### src/design/uafc_pkg.sv
// Package of constants and carrier types for the UART auto flow control block
package uafc_pkg;

    // ************************************************************
    // Register byte offsets on APB
    // ************************************************************
    localparam logic [7:0] OFF_ENH_FEATURE = 8'h00;
    localparam logic [7:0] OFF_INT_ENABLE  = 8'h04;
    localparam logic [7:0] OFF_MODEM_CTRL  = 8'h08;
    localparam logic [7:0] OFF_LINE_CTRL   = 8'h0C;
    localparam logic [7:0] OFF_XON1        = 8'h10;
    localparam logic [7:0] OFF_XON2        = 8'h14;
    localparam logic [7:0] OFF_XOFF1       = 8'h18;
    localparam logic [7:0] OFF_XOFF2       = 8'h1C;
    localparam logic [7:0] OFF_INT_STATUS  = 8'h20;
    localparam logic [7:0] OFF_FIFO_CTRL   = 8'h24;
    localparam logic [7:0] OFF_FLOW_STATE  = 8'h28;

    // ************************************************************
    // Field positions
    // ************************************************************
    localparam int EFR_SW_LO    = 0;  // Software flow mode, bits 3:0
    localparam int EFR_ENH_EN   = 4;
    localparam int EFR_SPECIAL  = 5;
    localparam int EFR_AUTO_RTS = 6;
    localparam int EFR_AUTO_CTS = 7;
    localparam int IER_XOFF     = 5;
    localparam int IER_RTS      = 6;
    localparam int IER_CTS      = 7;
    localparam int MCR_RTS      = 1;
    localparam int MCR_LOOP     = 4;
    localparam int ISR_XOFF_SP  = 4;
    localparam int ISR_RTS_CTS  = 5;
    localparam int FCR_TRIG_LO  = 0;  // Trigger select, bits 1:0
    localparam int FCR_AUTO_XO  = 2;  // Automatic Xoff/Xon sending

    // ************************************************************
    // Reset values and timing
    // ************************************************************
    localparam logic [7:0] RST_BYTE       = 8'h00;
    localparam int         CHAR_BITS_TIME = 10;  // Bits per character
    localparam int         BIT_TICKS      = 16;  // 16X clocks per bit
    localparam int         XOFF_DELAY_CYC = 2 * CHAR_BITS_TIME * BIT_TICKS;

    // ************************************************************
    // Carrier types
    // ************************************************************
    typedef struct packed {
        logic       valid;
        logic [7:0] data;
    } uafc_char_t;

    typedef struct packed {
        logic       req;
        logic [7:0] data;
    } uafc_txreq_t;

    typedef enum logic [1:0] {
        SEND_IDLE  = 2'b00,
        SEND_WAIT  = 2'b01,
        SEND_FIRST = 2'b10,
        SEND_SECND = 2'b11
    } uafc_send_t;

endpackage : uafc_pkg

### src/design/uafc_char_cmp.sv
// Word-length masked character comparator
`timescale 1ns/10ps
`default_nettype none
module uafc_char_cmp
    import uafc_pkg::*;
(
    input  wire logic [7:0] a,
    input  wire logic [7:0] b,
    input  wire logic [1:0] wlen,
    output logic            eq
);
    logic [7:0] mask;

    // Keep only the low 5 to 8 bits, bit 0 is the first received
    always_comb begin
        unique case (wlen)
            2'b00: mask = 8'h1F;
            2'b01: mask = 8'h3F;
            2'b10: mask = 8'h7F;
            2'b11: mask = 8'hFF;
        endcase
        eq = ((a ^ b) & mask) == 8'h00;
    end
endmodule // uafc_char_cmp
`default_nettype wire

### src/design/uafc_top.sv
// UART automatic hardware and software flow control with APB registers
//
// Summary of operation
// - Auto RTS control only while enhanced feature bit 6 is set.
// - RTS low-to-high sets status bit 5 and interrupt when enabled.
// - CTS gates transmitter only while enhanced feature bit 7 set.
// - CTS going high sets status bit 5 and interrupt when enabled.
// - CTS high stops transmit after current stop bit, resumes on low.
// - RTS drops at upper fill threshold, returns at lower threshold.
// - Received Xoff character(s) halt transmit after current character.
// - Xoff match sets flag and interrupt when enable bit 5 set.
// - Xon match while suspended resumes transmit, clears status bit 4.
// - Reset clears all Xon and Xoff registers to zero.
// - Double mode needs two consecutive matching characters.
// - Consumed flow control characters never enter the receive FIFO.
// - Auto Xoff sent two character times after trigger crossing.
// - Xon sent when fill drops one level below trigger.
// - Triggers 1,4,8,14 send Xoff there, Xon at 0,1,4,8.
// - Special mode matches Xoff2, stores it, sets status bit 4.
// - Comparisons use only word-length selected low bits.
// - Register bit 0 matches first received character bit.
// - No auto RTS or CTS while internal loopback active.
//
// The register offsets and the APB register port were chosen for this implementation.
`timescale 1ns/10ps
`default_nettype none
module uafc_top
    import uafc_pkg::*;
(
    input  wire logic        CLK_SYS,
    input  wire logic        RESET,
    input  wire logic        PSEL,
    input  wire logic        PENABLE,
    input  wire logic        PWRITE,
    input  wire logic [7:0]  PADDR,
    input  wire logic [31:0] PWDATA,
    output logic [31:0]      PRDATA,
    output logic             PREADY,
    output logic             PSLVERR,
    input  wire logic        CTS_N,
    output logic             RTS_N,
    input  wire logic        RX_VALID,
    input  wire logic [7:0]  RX_DATA,
    output logic             FIFO_WR,
    output logic [7:0]       FIFO_WDATA,
    input  wire logic [4:0]  RX_FILL,
    input  wire logic [3:0]  RTS_HI_TH,
    input  wire logic [3:0]  RTS_LO_TH,
    input  wire logic        TX_CHAR_END,
    output logic             TX_ENABLE,
    output logic             FC_TX_REQ,
    output logic [7:0]       FC_TX_DATA,
    input  wire logic        FC_TX_ACK,
    output logic             IRQ
);
    // ************************************************************
    // Registers
    // ************************************************************
    logic [7:0] efr_r, ier_r, mcr_r, lcr_r, fcr_r;
    logic [7:0] xon1_r, xon2_r, xoff1_r, xoff2_r;
    logic       st_rc_r, st_xo_r;
    logic       cts_m_r, cts_s_r, cts_d_r;
    logic       rts_r, rts_d_r, rts_hold_r;
    logic       cts_stop_r, xoff_stop_r;
    logic       pend_off_r;
    logic [7:0] prev_r;
    logic       prev_on_r, prev_off_r;
    uafc_char_t  rxo_r;
    uafc_txreq_t txo_r;
    uafc_send_t  snd_r;
    logic       snd_xon_r, xoff_sent_r;
    logic [9:0] dly_r;
    logic       ten_r, irq_r;
    logic [31:0] prdata_r;
    logic        pready_r;

    wire wr_en = PSEL & PENABLE & PWRITE & pready_r;
    wire rd_en = PSEL & ~PWRITE & ~PENABLE;
    wire loop  = mcr_r[MCR_LOOP];
    wire a_rts = efr_r[EFR_AUTO_RTS] & ~loop;
    wire a_cts = efr_r[EFR_AUTO_CTS] & ~loop;
    wire dbl_on  = efr_r[1:0] == 2'b11;
    wire dbl_off = efr_r[3:2] == 2'b11;
    wire sw_on   = efr_r[1:0] != 2'b00;
    wire sw_off  = efr_r[3:2] != 2'b00;
    wire [7:0] on_a  = efr_r[0] ? xon1_r  : xon2_r;
    wire [7:0] off_a = efr_r[2] ? xoff1_r : xoff2_r;

    // ************************************************************
    // Comparators
    // ************************************************************
    logic m_on, m_off, m_on2, m_off2, m_on1p, m_off1p, m_sp;
    uafc_char_cmp u_on   (.a(RX_DATA), .b(on_a),    .wlen(lcr_r[1:0]),
                          .eq(m_on));
    uafc_char_cmp u_off  (.a(RX_DATA), .b(off_a),   .wlen(lcr_r[1:0]),
                          .eq(m_off));
    uafc_char_cmp u_on2  (.a(RX_DATA), .b(xon2_r),  .wlen(lcr_r[1:0]),
                          .eq(m_on2));
    uafc_char_cmp u_off2 (.a(RX_DATA), .b(xoff2_r), .wlen(lcr_r[1:0]),
                          .eq(m_off2));
    uafc_char_cmp u_on1p (.a(prev_r),  .b(xon1_r),  .wlen(lcr_r[1:0]),
                          .eq(m_on1p));
    uafc_char_cmp u_of1p (.a(prev_r),  .b(xoff1_r), .wlen(lcr_r[1:0]),
                          .eq(m_off1p));
    assign m_sp = m_off2;

    // Match decisions, single or double character
    wire hit_on  = RX_VALID & sw_on &
                   (dbl_on ? (prev_on_r & m_on1p & m_on2) : m_on);
    wire hit_off = RX_VALID & sw_off &
                   (dbl_off ? (prev_off_r & m_off1p & m_off2) : m_off);
    wire part_on  = RX_VALID & dbl_on  & m_on;
    wire part_off = RX_VALID & dbl_off & m_off;
    wire hit_sp   = RX_VALID & efr_r[EFR_SPECIAL] & m_sp & ~hit_off;
    wire consume  = hit_on | hit_off | part_on | part_off;

    // ************************************************************
    // APB register writes
    // ************************************************************
    always_ff @(posedge CLK_SYS or posedge RESET) begin
        if (RESET) begin
            efr_r <= RST_BYTE; ier_r <= RST_BYTE; mcr_r <= RST_BYTE;
            lcr_r <= RST_BYTE; fcr_r <= RST_BYTE;
            xon1_r <= RST_BYTE; xon2_r <= RST_BYTE;
            xoff1_r <= RST_BYTE; xoff2_r <= RST_BYTE;
        end else if (wr_en) begin
            unique case (PADDR)
                OFF_ENH_FEATURE: efr_r <= PWDATA[7:0];
                // Upper enable bits locked until enhanced bit 4 set
                OFF_INT_ENABLE: ier_r <= efr_r[EFR_ENH_EN] ? PWDATA[7:0] :
                                 {ier_r[7:4], PWDATA[3:0]};
                OFF_MODEM_CTRL: mcr_r <= PWDATA[7:0];
                OFF_LINE_CTRL:  lcr_r <= PWDATA[7:0];
                OFF_XON1:       xon1_r <= PWDATA[7:0];
                OFF_XON2:       xon2_r <= PWDATA[7:0];
                OFF_XOFF1:      xoff1_r <= PWDATA[7:0];
                OFF_XOFF2:      xoff2_r <= PWDATA[7:0];
                OFF_FIFO_CTRL:  fcr_r <= PWDATA[7:0];
                default: ;
            endcase
        end
    end

    // ************************************************************
    // APB read and ready
    // ************************************************************
    always_ff @(posedge CLK_SYS or posedge RESET) begin
        if (RESET) begin
            prdata_r <= 32'h0000_0000;
            pready_r <= 1'b0;
        end else begin
            pready_r <= PSEL & ~PENABLE;
            if (rd_en) begin
                unique case (PADDR)
                    OFF_ENH_FEATURE: prdata_r <= {24'h00_0000, efr_r};
                    OFF_INT_ENABLE:  prdata_r <= {24'h00_0000, ier_r};
                    OFF_MODEM_CTRL:  prdata_r <= {24'h00_0000, mcr_r};
                    OFF_LINE_CTRL:   prdata_r <= {24'h00_0000, lcr_r};
                    OFF_XON1:        prdata_r <= {24'h00_0000, xon1_r};
                    OFF_XON2:        prdata_r <= {24'h00_0000, xon2_r};
                    OFF_XOFF1:       prdata_r <= {24'h00_0000, xoff1_r};
                    OFF_XOFF2:       prdata_r <= {24'h00_0000, xoff2_r};
                    OFF_FIFO_CTRL:   prdata_r <= {24'h00_0000, fcr_r};
                    OFF_INT_STATUS:  prdata_r <= {26'h000_0000, st_rc_r,
                                                  st_xo_r, 4'h0};
                    OFF_FLOW_STATE:  prdata_r <= {26'h000_0000, xoff_sent_r,
                                        cts_stop_r, xoff_stop_r, rts_r,
                                        ten_r, cts_s_r};
                    default:         prdata_r <= 32'h0000_0000;
                endcase
            end
        end
    end
    wire rd_isr = PSEL & PENABLE & ~PWRITE & pready_r &
                  (PADDR == OFF_INT_STATUS);

    // ************************************************************
    // CTS synchroniser and edge
    // ************************************************************
    always_ff @(posedge CLK_SYS or posedge RESET) begin
        if (RESET) begin
            cts_m_r <= 1'b1; cts_s_r <= 1'b1; cts_d_r <= 1'b1;
        end else begin
            cts_m_r <= CTS_N;
            cts_s_r <= cts_m_r;
            cts_d_r <= cts_s_r;
        end
    end
    wire cts_rise = cts_s_r & ~cts_d_r;

    // ************************************************************
    // RTS output with fill hysteresis
    // ************************************************************
    always_ff @(posedge CLK_SYS or posedge RESET) begin
        if (RESET) begin
            rts_hold_r <= 1'b0; rts_r <= 1'b1; rts_d_r <= 1'b1;
        end else begin
            if (!a_rts) rts_hold_r <= 1'b0;
            else if (RX_FILL >= {1'b0, RTS_HI_TH}) rts_hold_r <= 1'b1;
            else if (RX_FILL <= {1'b0, RTS_LO_TH}) rts_hold_r <= 1'b0;
            // Active low, host bit 1 asserts it
            rts_r   <= ~mcr_r[MCR_RTS] | (a_rts & rts_hold_r);
            rts_d_r <= rts_r;
        end
    end
    wire rts_rise = rts_r & ~rts_d_r;

    // ************************************************************
    // Transmit gating, stops only at character end
    // ************************************************************
    always_ff @(posedge CLK_SYS or posedge RESET) begin
        if (RESET) begin
            cts_stop_r <= 1'b0; xoff_stop_r <= 1'b0; ten_r <= 1'b1;
            pend_off_r <= 1'b0;
        end else begin
            cts_stop_r <= a_cts & cts_s_r;
            if (hit_off) pend_off_r <= 1'b1;
            else if (TX_CHAR_END | ten_r == 1'b0) pend_off_r <= 1'b0;
            if (hit_off & ~ten_r) xoff_stop_r <= 1'b1;
            else if (pend_off_r & (TX_CHAR_END | ~ten_r)) xoff_stop_r <= 1'b1;
            else if (hit_on & xoff_stop_r) xoff_stop_r <= 1'b0;
            else if (!sw_off) xoff_stop_r <= 1'b0;
            // Stop at stop-bit end, resume at once
            if (ten_r) begin
                if (TX_CHAR_END & (cts_stop_r | pend_off_r)) ten_r <= 1'b0;
                else if (cts_stop_r | xoff_stop_r) ten_r <= TX_CHAR_END ?
                                                          1'b0 : 1'b1;
            end else if (!cts_stop_r & !xoff_stop_r & !pend_off_r) begin
                ten_r <= 1'b1;
            end
        end
    end

    // ************************************************************
    // Receive path, double-character memory and FIFO write
    // ************************************************************
    always_ff @(posedge CLK_SYS or posedge RESET) begin
        if (RESET) begin
            prev_r <= RST_BYTE; prev_on_r <= 1'b0; prev_off_r <= 1'b0;
            rxo_r <= '0;
        end else begin
            if (RX_VALID) begin
                prev_r     <= RX_DATA;
                prev_on_r  <= part_on  & ~hit_on;
                prev_off_r <= part_off & ~hit_off;
            end
            // Flow characters dropped, special kept
            rxo_r.valid <= RX_VALID & ~consume;
            rxo_r.data  <= RX_DATA;
        end
    end

    // ************************************************************
    // Status flags, set wins over read clear
    // ************************************************************
    always_ff @(posedge CLK_SYS or posedge RESET) begin
        if (RESET) begin
            st_rc_r <= 1'b0; st_xo_r <= 1'b0; irq_r <= 1'b0;
        end else begin
            if ((rts_rise & ier_r[IER_RTS]) |
                (cts_rise & ier_r[IER_CTS] & a_cts))
                st_rc_r <= 1'b1;
            else if (rd_isr) st_rc_r <= 1'b0;
            if ((hit_off & ier_r[IER_XOFF]) | hit_sp)
                st_xo_r <= 1'b1;
            else if ((hit_on & xoff_stop_r) | rd_isr)
                st_xo_r <= 1'b0;
            irq_r <= st_rc_r | st_xo_r;
        end
    end

    // ************************************************************
    // Automatic Xoff and Xon sending
    // ************************************************************
    logic [4:0] trig, xon_lv;
    always_comb begin
        unique case (fcr_r[1:0])
            2'b00: begin trig = 5'd1;  xon_lv = 5'd0; end
            2'b01: begin trig = 5'd4;  xon_lv = 5'd1; end
            2'b10: begin trig = 5'd8;  xon_lv = 5'd4; end
            2'b11: begin trig = 5'd14; xon_lv = 5'd8; end
        endcase
    end
    wire auto_x = fcr_r[FCR_AUTO_XO] & sw_off;
    wire dbl_tx = dbl_off;

    always_ff @(posedge CLK_SYS or posedge RESET) begin
        if (RESET) begin
            snd_r <= SEND_IDLE; snd_xon_r <= 1'b0; xoff_sent_r <= 1'b0;
            dly_r <= 10'd0; txo_r <= '0;
        end else begin
            unique case (snd_r)
                SEND_IDLE: begin
                    if (auto_x & ~xoff_sent_r & RX_FILL >= trig) begin
                        snd_r <= SEND_WAIT;
                        dly_r <= 10'(XOFF_DELAY_CYC - 1);
                    end else if (xoff_sent_r & RX_FILL <= xon_lv) begin
                        snd_r <= SEND_FIRST;
                        snd_xon_r <= 1'b1;
                        txo_r <= '{req: 1'b1, data: on_a};
                    end
                end
                SEND_WAIT: begin
                    if (dly_r == 10'd0) begin
                        snd_r <= SEND_FIRST;
                        snd_xon_r <= 1'b0;
                        txo_r <= '{req: 1'b1, data: off_a};
                    end else dly_r <= dly_r - 10'd1;
                end
                SEND_FIRST: begin
                    if (FC_TX_ACK) begin
                        if ((snd_xon_r ? dbl_on : dbl_tx)) begin
                            snd_r <= SEND_SECND;
                            txo_r <= '{req: 1'b1,
                                       data: snd_xon_r ? xon2_r : xoff2_r};
                        end else begin
                            snd_r <= SEND_IDLE;
                            txo_r <= '0;
                            xoff_sent_r <= ~snd_xon_r;
                        end
                    end
                end
                SEND_SECND: begin
                    if (FC_TX_ACK) begin
                        snd_r <= SEND_IDLE;
                        txo_r <= '0;
                        xoff_sent_r <= ~snd_xon_r;
                    end
                end
            endcase
        end
    end

    // ************************************************************
    // Outputs
    // ************************************************************
    assign PRDATA     = prdata_r;
    assign PREADY     = pready_r;
    assign PSLVERR    = 1'b0;
    assign RTS_N      = rts_r;
    assign FIFO_WR    = rxo_r.valid;
    assign FIFO_WDATA = rxo_r.data;
    assign TX_ENABLE  = ten_r;
    assign FC_TX_REQ  = txo_r.req;
    assign FC_TX_DATA = txo_r.data;
    assign IRQ        = irq_r;

    // ************************************************************
    // Assertions
    // ************************************************************
    property p_rts_auto;
        @(posedge CLK_SYS) disable iff (RESET)
        !a_rts && mcr_r[MCR_RTS] |=> !RTS_N;
    endproperty
    a_rts_auto: assert property (p_rts_auto)
        else $error("RTS raised without auto control");
    property p_rts_hi;
        @(posedge CLK_SYS) disable iff (RESET)
        a_rts && rts_hold_r |=> RTS_N;
    endproperty
    a_rts_hi: assert property (p_rts_hi)
        else $error("RTS not dropped at threshold");
    property p_rts_int;
        @(posedge CLK_SYS) disable iff (RESET)
        rts_rise && ier_r[IER_RTS] |=> st_rc_r ##1 IRQ;
    endproperty
    a_rts_int: assert property (p_rts_int)
        else $error("RTS edge flag missing");
    property p_cts_int;
        @(posedge CLK_SYS) disable iff (RESET)
        cts_rise && ier_r[IER_CTS] && a_cts |=> st_rc_r;
    endproperty
    a_cts_int: assert property (p_cts_int)
        else $error("CTS flag missing");
    property p_cts_stop;
        @(posedge CLK_SYS) disable iff (RESET)
        $fell(TX_ENABLE) |-> $past(TX_CHAR_END);
    endproperty
    a_cts_stop: assert property (p_cts_stop)
        else $error("Transmit stopped mid character");
    property p_loop;
        @(posedge CLK_SYS) disable iff (RESET)
        loop |=> !cts_stop_r;
    endproperty
    a_loop: assert property (p_loop)
        else $error("CTS control in loopback");
    property p_drop;
        @(posedge CLK_SYS) disable iff (RESET)
        consume |=> !FIFO_WR;
    endproperty
    a_drop: assert property (p_drop)
        else $error("Flow character stored");
    property p_xoff_flag;
        @(posedge CLK_SYS) disable iff (RESET)
        hit_off && ier_r[IER_XOFF] |=> st_xo_r;
    endproperty
    a_xoff_flag: assert property (p_xoff_flag)
        else $error("Xoff flag missing");
    property p_delay;
        @(posedge CLK_SYS) disable iff (RESET)
        snd_r == SEND_IDLE ##1 snd_r == SEND_WAIT |->
            !FC_TX_REQ [*8];
    endproperty
    a_delay: assert property (p_delay)
        else $error("Xoff sent too early");
    c_xoff: cover property (@(posedge CLK_SYS) hit_off);
    c_xon:  cover property (@(posedge CLK_SYS) hit_on && xoff_stop_r);
    c_send: cover property (@(posedge CLK_SYS) FC_TX_REQ && FC_TX_ACK);
endmodule // uafc_top
`default_nettype wire

### config.mk
export PLATFORM = sky130hd
export DESIGN_NAME = uafc_top
export DESIGN_NICKNAME = d
export VERILOG_FILES = /design/src/design/uafc_pkg.sv /design/src/design/uafc_char_cmp.sv /design/src/design/uafc_top.sv
export SDC_FILE = /design/constraint.sdc
export NUM_CORES = 1
export LEC_CHECK = 0
export ABC_AREA = 0
export ABC_CLOCK_PERIOD_IN_PS = 4650
export BUFFER_PORTS_ARGS = -buffer_cell sky130_fd_sc_hd__buf_2
export CORE_MARGIN = 2
export CORE_UTILIZATION = 49
export DETAILED_ROUTE_END_ITERATION = 12
export PLACE_DENSITY = 0.71
export SYNTH_ARGS = -nofsm -noshare
export SYNTH_HDL_FRONTEND = slang
export SYNTH_SLANG_ARGS = --single-unit
### constraint.sdc
create_clock -name CLK_SYS -period 4.65 [get_ports CLK_SYS]
set_input_delay 0.2325 -clock CLK_SYS [delete_from_list [all_inputs] [get_ports CLK_SYS]]
set_output_delay 0.2325 -clock CLK_SYS [all_outputs]
set_load 0.05 [all_outputs]
# --- Word-level counts from Yosys, hierarchy flattened ---
# Index checks and enable logic that the tools add are counted.
totals:
  output_inout_bits: 55
  wordCells: 244
  in_bits: 70
  reg_bits: 160
op_classes:
  mux: 53
  reduce_logical: 36
  order_cmp: 4
  n_bitwise: 82
  add_sub_neg: 1
  eq_ne: 32
op_table:
  columns: ["cell", "n"]
  rows:
  - ["$pmux W8 S11", 1]
  - ["$logic_not A8 Y1", 7]
  - ["$mux W9", 6]
  - ["$and A8 B8 Y8", 6]
  - ["$xor A8 B8 Y8", 6]
  - ["$and A1 B1 Y1", 47]
  - ["$pmux W5 S4", 2]
  - ["$pmux W9 S4", 1]
  - ["$eq A8 B5 Y1 const B", 4]
  - ["$pmux W8 S4", 1]
  - ["$mux W1", 27]
  - ["$eq A8 B6 Y1 const B", 3]
  - ["$mux W8", 3]
  - ["$mux W10", 2]
  - ["$pmux W10 S2", 1]
  - ["$reduce_and A2 Y1", 9]
  - ["$eq A2 B2 Y1 const B", 8]
  - ["$eq A8 B4 Y1 const B", 2]
  - ["$ne A2 B2 Y1 const B", 8]
  - ["$reduce_bool A2 Y1", 7]
  - ["$mux W2", 6]
  - ["$not A1 Y1", 12]
  - ["$reduce_and A4 Y1", 3]
  - ["$or A1 B1 Y1", 11]
  - ["17 further kinds", 25]

# --- Logic depth before layout (Yosys ltp) ---
logic_depth:
  ltp_word: 13
  ltp_mapped: 10
  mapped_depth_nobuf: 9

# --- By module ---
# From an unflattened synthesis, not the netlist that was laid out.
unflattened:
  hier_cells: 708
  hier_area_um2: 7840.0
by_module_without_submodules:
  columns: ["module", "area_per_inst_um2", "cells_per_inst", "n_inst", "seq_area_each_um2"]
  rows:
  - ["uafc_top", 7247.0, 636, 1, 3410.8]
  - ["uafc_char_cmp", 98.8, 12, 6, 0.0]

# --- Least setup slack after synthesis ---
# No wires, ideal clock.
synth_path:
  path_kind: "register to register"
  start: "register pready_r, in the netlist PREADY"
  end: "register xoff2_r[0]"
  required_time_ns: 4.525
  setup_time_ns: 0.125
  slack_ns: 2.383
  period_less_slack_ns: 2.267
  stages_incl_launch_ff: 4
  arrival_time_ns: 2.142
  path_buffers: 0
  cell_sequence: "dfrtp_1 > nand4_1 > nor4_2 > mux2_2"
synth_between:
  elab_chain_cells: 2
synth_rtl:
  columns: ["item", "line_no", "source"]
  rows:
  - ["start, declared", "uafc_top.sv:75", "logic pready_r;"]
  - ["start signal, assigned", "uafc_top.sv:152", "pready_r <= PSEL & ~PENABLE;"]
  - ["$and A1 B1 Y1", "uafc_top.sv:77", "wire wr_en = PSEL & PENABLE & PWRITE & pready_r;"]
  - ["$reduce_and A2 Y1 (no source line)", null, null]
  - ["end signal, assigned", "uafc_top.sv:137", "OFF_XOFF2: xoff2_r <= PWDATA[7:0];"]
  - ["end, declared", "uafc_top.sv:60", "logic [7:0] xon1_r, xon2_r, xoff1_r, xoff2_r;"]
# No other way between the ends.
# A chain may end at the register's enable or synchronous reset.

# --- Final worst setup path ---
layout_path:
  start: "register efr_r[2]"
  end: "register st_xo_r"
layout_between:
  elab_chain_cells: 10
  word_cells_on_any_way: 15
  classes_between: "1 x eq/ne; 3 x mux; 8 x bitwise; 3 x reduce/logical"
layout_rtl:
  columns: ["item", "line_no", "source"]
  rows:
  - ["start, declared", "uafc_top.sv:59", "logic [7:0] efr_r, ier_r, mcr_r, lcr_r, fcr_r;"]
  - ["start signal, assigned", "uafc_top.sv:128", "OFF_ENH_FEATURE: efr_r <= PWDATA[7:0];"]
  - ["$mux W8", "uafc_top.sv:87", "wire [7:0] off_a = efr_r[2] ? xoff1_r : xoff2_r;"]
  - ["$xor A8 B8 Y8", "uafc_char_cmp.sv:22", "eq = ((a ^ b) & mask) == 8'h00;"]
  - ["$and A8 B8 Y8", "uafc_char_cmp.sv:22", null]
  - ["$logic_not A8 Y1", "uafc_char_cmp.sv:22", null]
  - ["$mux W1", "uafc_top.sv:111", "(dbl_off ? (prev_off_r & m_off1p & m_off2) : m_off);"]
  - ["$and A1 B1 Y1 *", "uafc_top.sv:110", "wire hit_off = RX_VALID & sw_off &"]
  - ["$not A1 Y1", "uafc_top.sv:114", "wire hit_sp = RX_VALID & efr_r[EFR_SPECIAL] & m_sp & ~hit_off;"]
  - ["$and A1 B1 Y1", "uafc_top.sv:114", null]
  - ["$or A1 B1 Y1 *", "uafc_top.sv:264", "if ((hit_off & ier_r[IER_XOFF]) | hit_sp)"]
  - ["$mux W1 or $reduce_bool A2 Y1 (tied branches)", null, null]
  - ["end signal, assigned", "uafc_top.sv:258", "st_rc_r <= 1'b0; st_xo_r <= 1'b0; irq_r <= 1'b0;"]
  - ["end signal, assigned", "uafc_top.sv:265", "st_xo_r <= 1'b1;"]
  - ["end signal, assigned", "uafc_top.sv:267", "st_xo_r <= 1'b0;"]
  - ["end, declared", "uafc_top.sv:61", "logic st_rc_r, st_xo_r;"]
# Mark *: on every way between the ends. The rest lies on a longest branch, timed or not.

==> reports/metrics.cfg <==
[grt]
first_global_vias = 5815
grt_antenna_before_repair = 0
track_usage = 0.2510
use_met2 = 0.3690
grt_max_degree = 108
grt_pass1_wl_mm = 31.81
met3_usage = 0.06806
use_met1 = 0.3465
grt_overflow_total = 0
grt.busiest_layer = met2

[yosys]
synthXorXnorAreaFrac = 0.05940
synth-edff-count = 0
ys_top_cells_by_area = dfrtp_1, mux2_2, mux2i_1, xnor2_1, xor2_1
synth_top_family_by_area = multiplexers
syn-cell-area_sq_um = 7815
synth_fa_ha_area_frac = 0.02562
synthArstFlopShare = 1.000
synthMuxAreaShare = 0.1744
synth_flop_cell = dfrtp_1
synth_common_cells = dfrtp_1, mux2_2, nand2_1
synth.most_common_cell = dfrtp_1
yosysWarningCount = 0
ys_seq_elements = 136
synth_top_area_cell = dfrtp_1
yosys.cell_types.count = 68
syn_avg_cell_area_sq_um = 10.41
yosysTopAreaCellShare = 0.4163
synthCells = 751
yosys.area_share.simple = 0.1290
synth_compound_area_frac = 0.1134
synth_seq_area_share = 0.4364

[outcome]
status = finished clean

[timing]
tightest_slew_ps = 1328
slew_violations = 0
holdWs_ps = 14.84
rsz0062_at_grt = false
max_slew_margin = 0.1073
fin_crit_ps = 3235
hold_viol_final = 0
skew_ps = 7.550
tns_ps = 0
fin_crit_sh = 0.6958
setup_viol = 0
final.setup.worst_slack_ps = 1415
max_freq_ghz = 0.3091

[setup_path]
start_kind = register
worstPathArrival_ps = 3550
cpPeakStageDelay_ps = 890
cp_max_fo = 17
path_class = register to register
r2r.worst_path.cells = 6
critPathCaptureType = register
crit_chain = mux2i_1 > xor2_1 > nand3_1 > nor4_1 > a221oi_1 > o211ai_1
crit_slowest_cell = dfrtp_1
cp.required_ps = 4960

[power_and_ir_drop]
peakVddDrop_mv = 0.2508
leakagePower_nw = 4.022
p_per_area_nw_per_um2 = 336.6

[drt]
route.detailed.drc = 0
avgRoutedWirePerCell_um = 19.29
drt_pre_antenna_iters = 6
dr_total_vias = 6055
ant_nets = 0
drt-total-wl_mm = 20.12
routed_via_density = 5.805
drt_iter0_drc = 668

[clock_network]
path_clk_slew_ps = 60
cts_tree = yes
cts_made_buffers = 17
clockBufferDepth = 2
cts-root-buf = clkbuf_16
cts_resized = 0
clock_latency_ps = 430
h-tree-depth = 4
clock_sinks = 136

[placement]
dpl_cell_area_sq_um = 8243
place_ws_ps = 1585
hpwl_mm = 14.36
port_buffers = 75
place_congestion = 0.8886

[floorplanning]
ios = 125
die_height_um = 130.3
num_rows = 46
coreArea_sq_um = 15710
fp.dieW_um = 130.3
start_util = 0.4974
design.die.area_sq_um = 16980

[min_path]
hold_depth = 1
min_path_type = input port to register

[final_layout]
num-fill-cells = 1388
top_register = dly_r
final_area_sq_um = 8894
largest_register_ffs = 10
antennaDiodeCount = 0
register_area_sq_um = 3411
area_growth_pct = 13.80
drive_gt1_frac = 0.2588
layout.nets = 900
multi_input_area_sq_um = 4020

[job]
drv_cap = 0

timing repair:
action	CTS	global route
hold buffers	2	0
endpoints found under the hold margin	2	0
buffers inserted	0	0
area by class of cell:
class / count / share of cell area
tap: 216 / 0.03039
clock buffer: 21 / 0.05177
timing repair buffer: 81 / 0.04783
multi-input combinational: 543 / 0.4520
clock inverter: 11 / 0.01913
sequential: 136 / 0.3835
inverter: 35 / 0.01533
metrics by stage:
stage	utilization	total power [mW]	cells
detailed placement	0.5246	1.560	1009
CTS	0.5660	3.006	1043
floorplan	-	1.490	775
global placement	0.5246	1.557	1009
global route	0.5660	3.093	1043
finish	0.5660	2.994	1043
power breakdown:
group	leakage [nW]	internal, mW	switching [mW]
registers	1.68	1.21	0.0225
logic	2.03	0.0822	0.225
clock network	0.312	0.928	0.523
total	4.02	2.22	0.771
layer usage:
layer  share of wire  wire (um)
met1            0.44       8830
met2            0.44       8854
met3           0.084       1693
met4           0.037        738
met5               0          0
layout by cell type (no fill, tap or decap), types with 6 or more instances in the layout:
cell / Yosys / final
a31oi_1: 9 / 9
nor4_1: 10 / 10
dfrtp_1: 130 / 130
nand4_1: 7 / 7
o22ai_1: 12 / 12
a21oi_1: 23 / 23
dfstp_2: 6 / 6
inv_1: 34 / 33
conb_1: 1 / 25
nor2_1: 48 / 48
nor2b_1: 6 / 6
o21ai_0: 27 / 27
nand2_1: 51 / 51
mux2_2: 77 / 77
nor3_1: 17 / 16
xnor2_1: 29 / 29
ha_1: 16 / 16
xor2_1: 24 / 24
buf_2: 2 / 75
a22oi_1: 10 / 10
clkbuf_16: 0 / 17
mux2i_1: 45 / 45
nand3_1: 18 / 18
nand2b_1: 7 / 7
final timing paths:
path / to / slack (ps) / start
max: st_xo_r$_DFFE_PP0P_ / 1410 / efr_r[2]$_DFFE_PP0P_
min: FIFO_WDATA[4]$_DFF_PP0_ / 10 / RX_DATA[4]
max reg2reg: st_xo_r$_DFFE_PP0P_ / 1410 / efr_r[2]$_DFFE_PP0P_
min reg2reg: cts_s_r$_DFF_PP1_ / 360 / cts_m_r$_DFF_PP1_
max in group asynchronous: mcr_r[0]$_DFFE_PP0P_ / 3640 / RESET
min in group asynchronous: dly_r[4]$_DFFE_PP0P_ / 20 / RESET
cell families after synthesis:
group / count (synthesis)
simple gates: 196
flops: 136
compound gates: 129
mux: 124
buf+inv: 96
xor+xnor: 53
fa+ha+maj: 16
other cells: 1
worst max-delay path: cells and delay by family, from the launching register on:
kind / cells / cell delay (ps)
and+or+nand+nor: 2 / 1030
DFF: 1 / 890
AOI/OAI and AO/OA: 2 / 600
muxes: 1 / 340
xor gates and xnor gates: 1 / 250
Power figures use the tool's default switching activity.
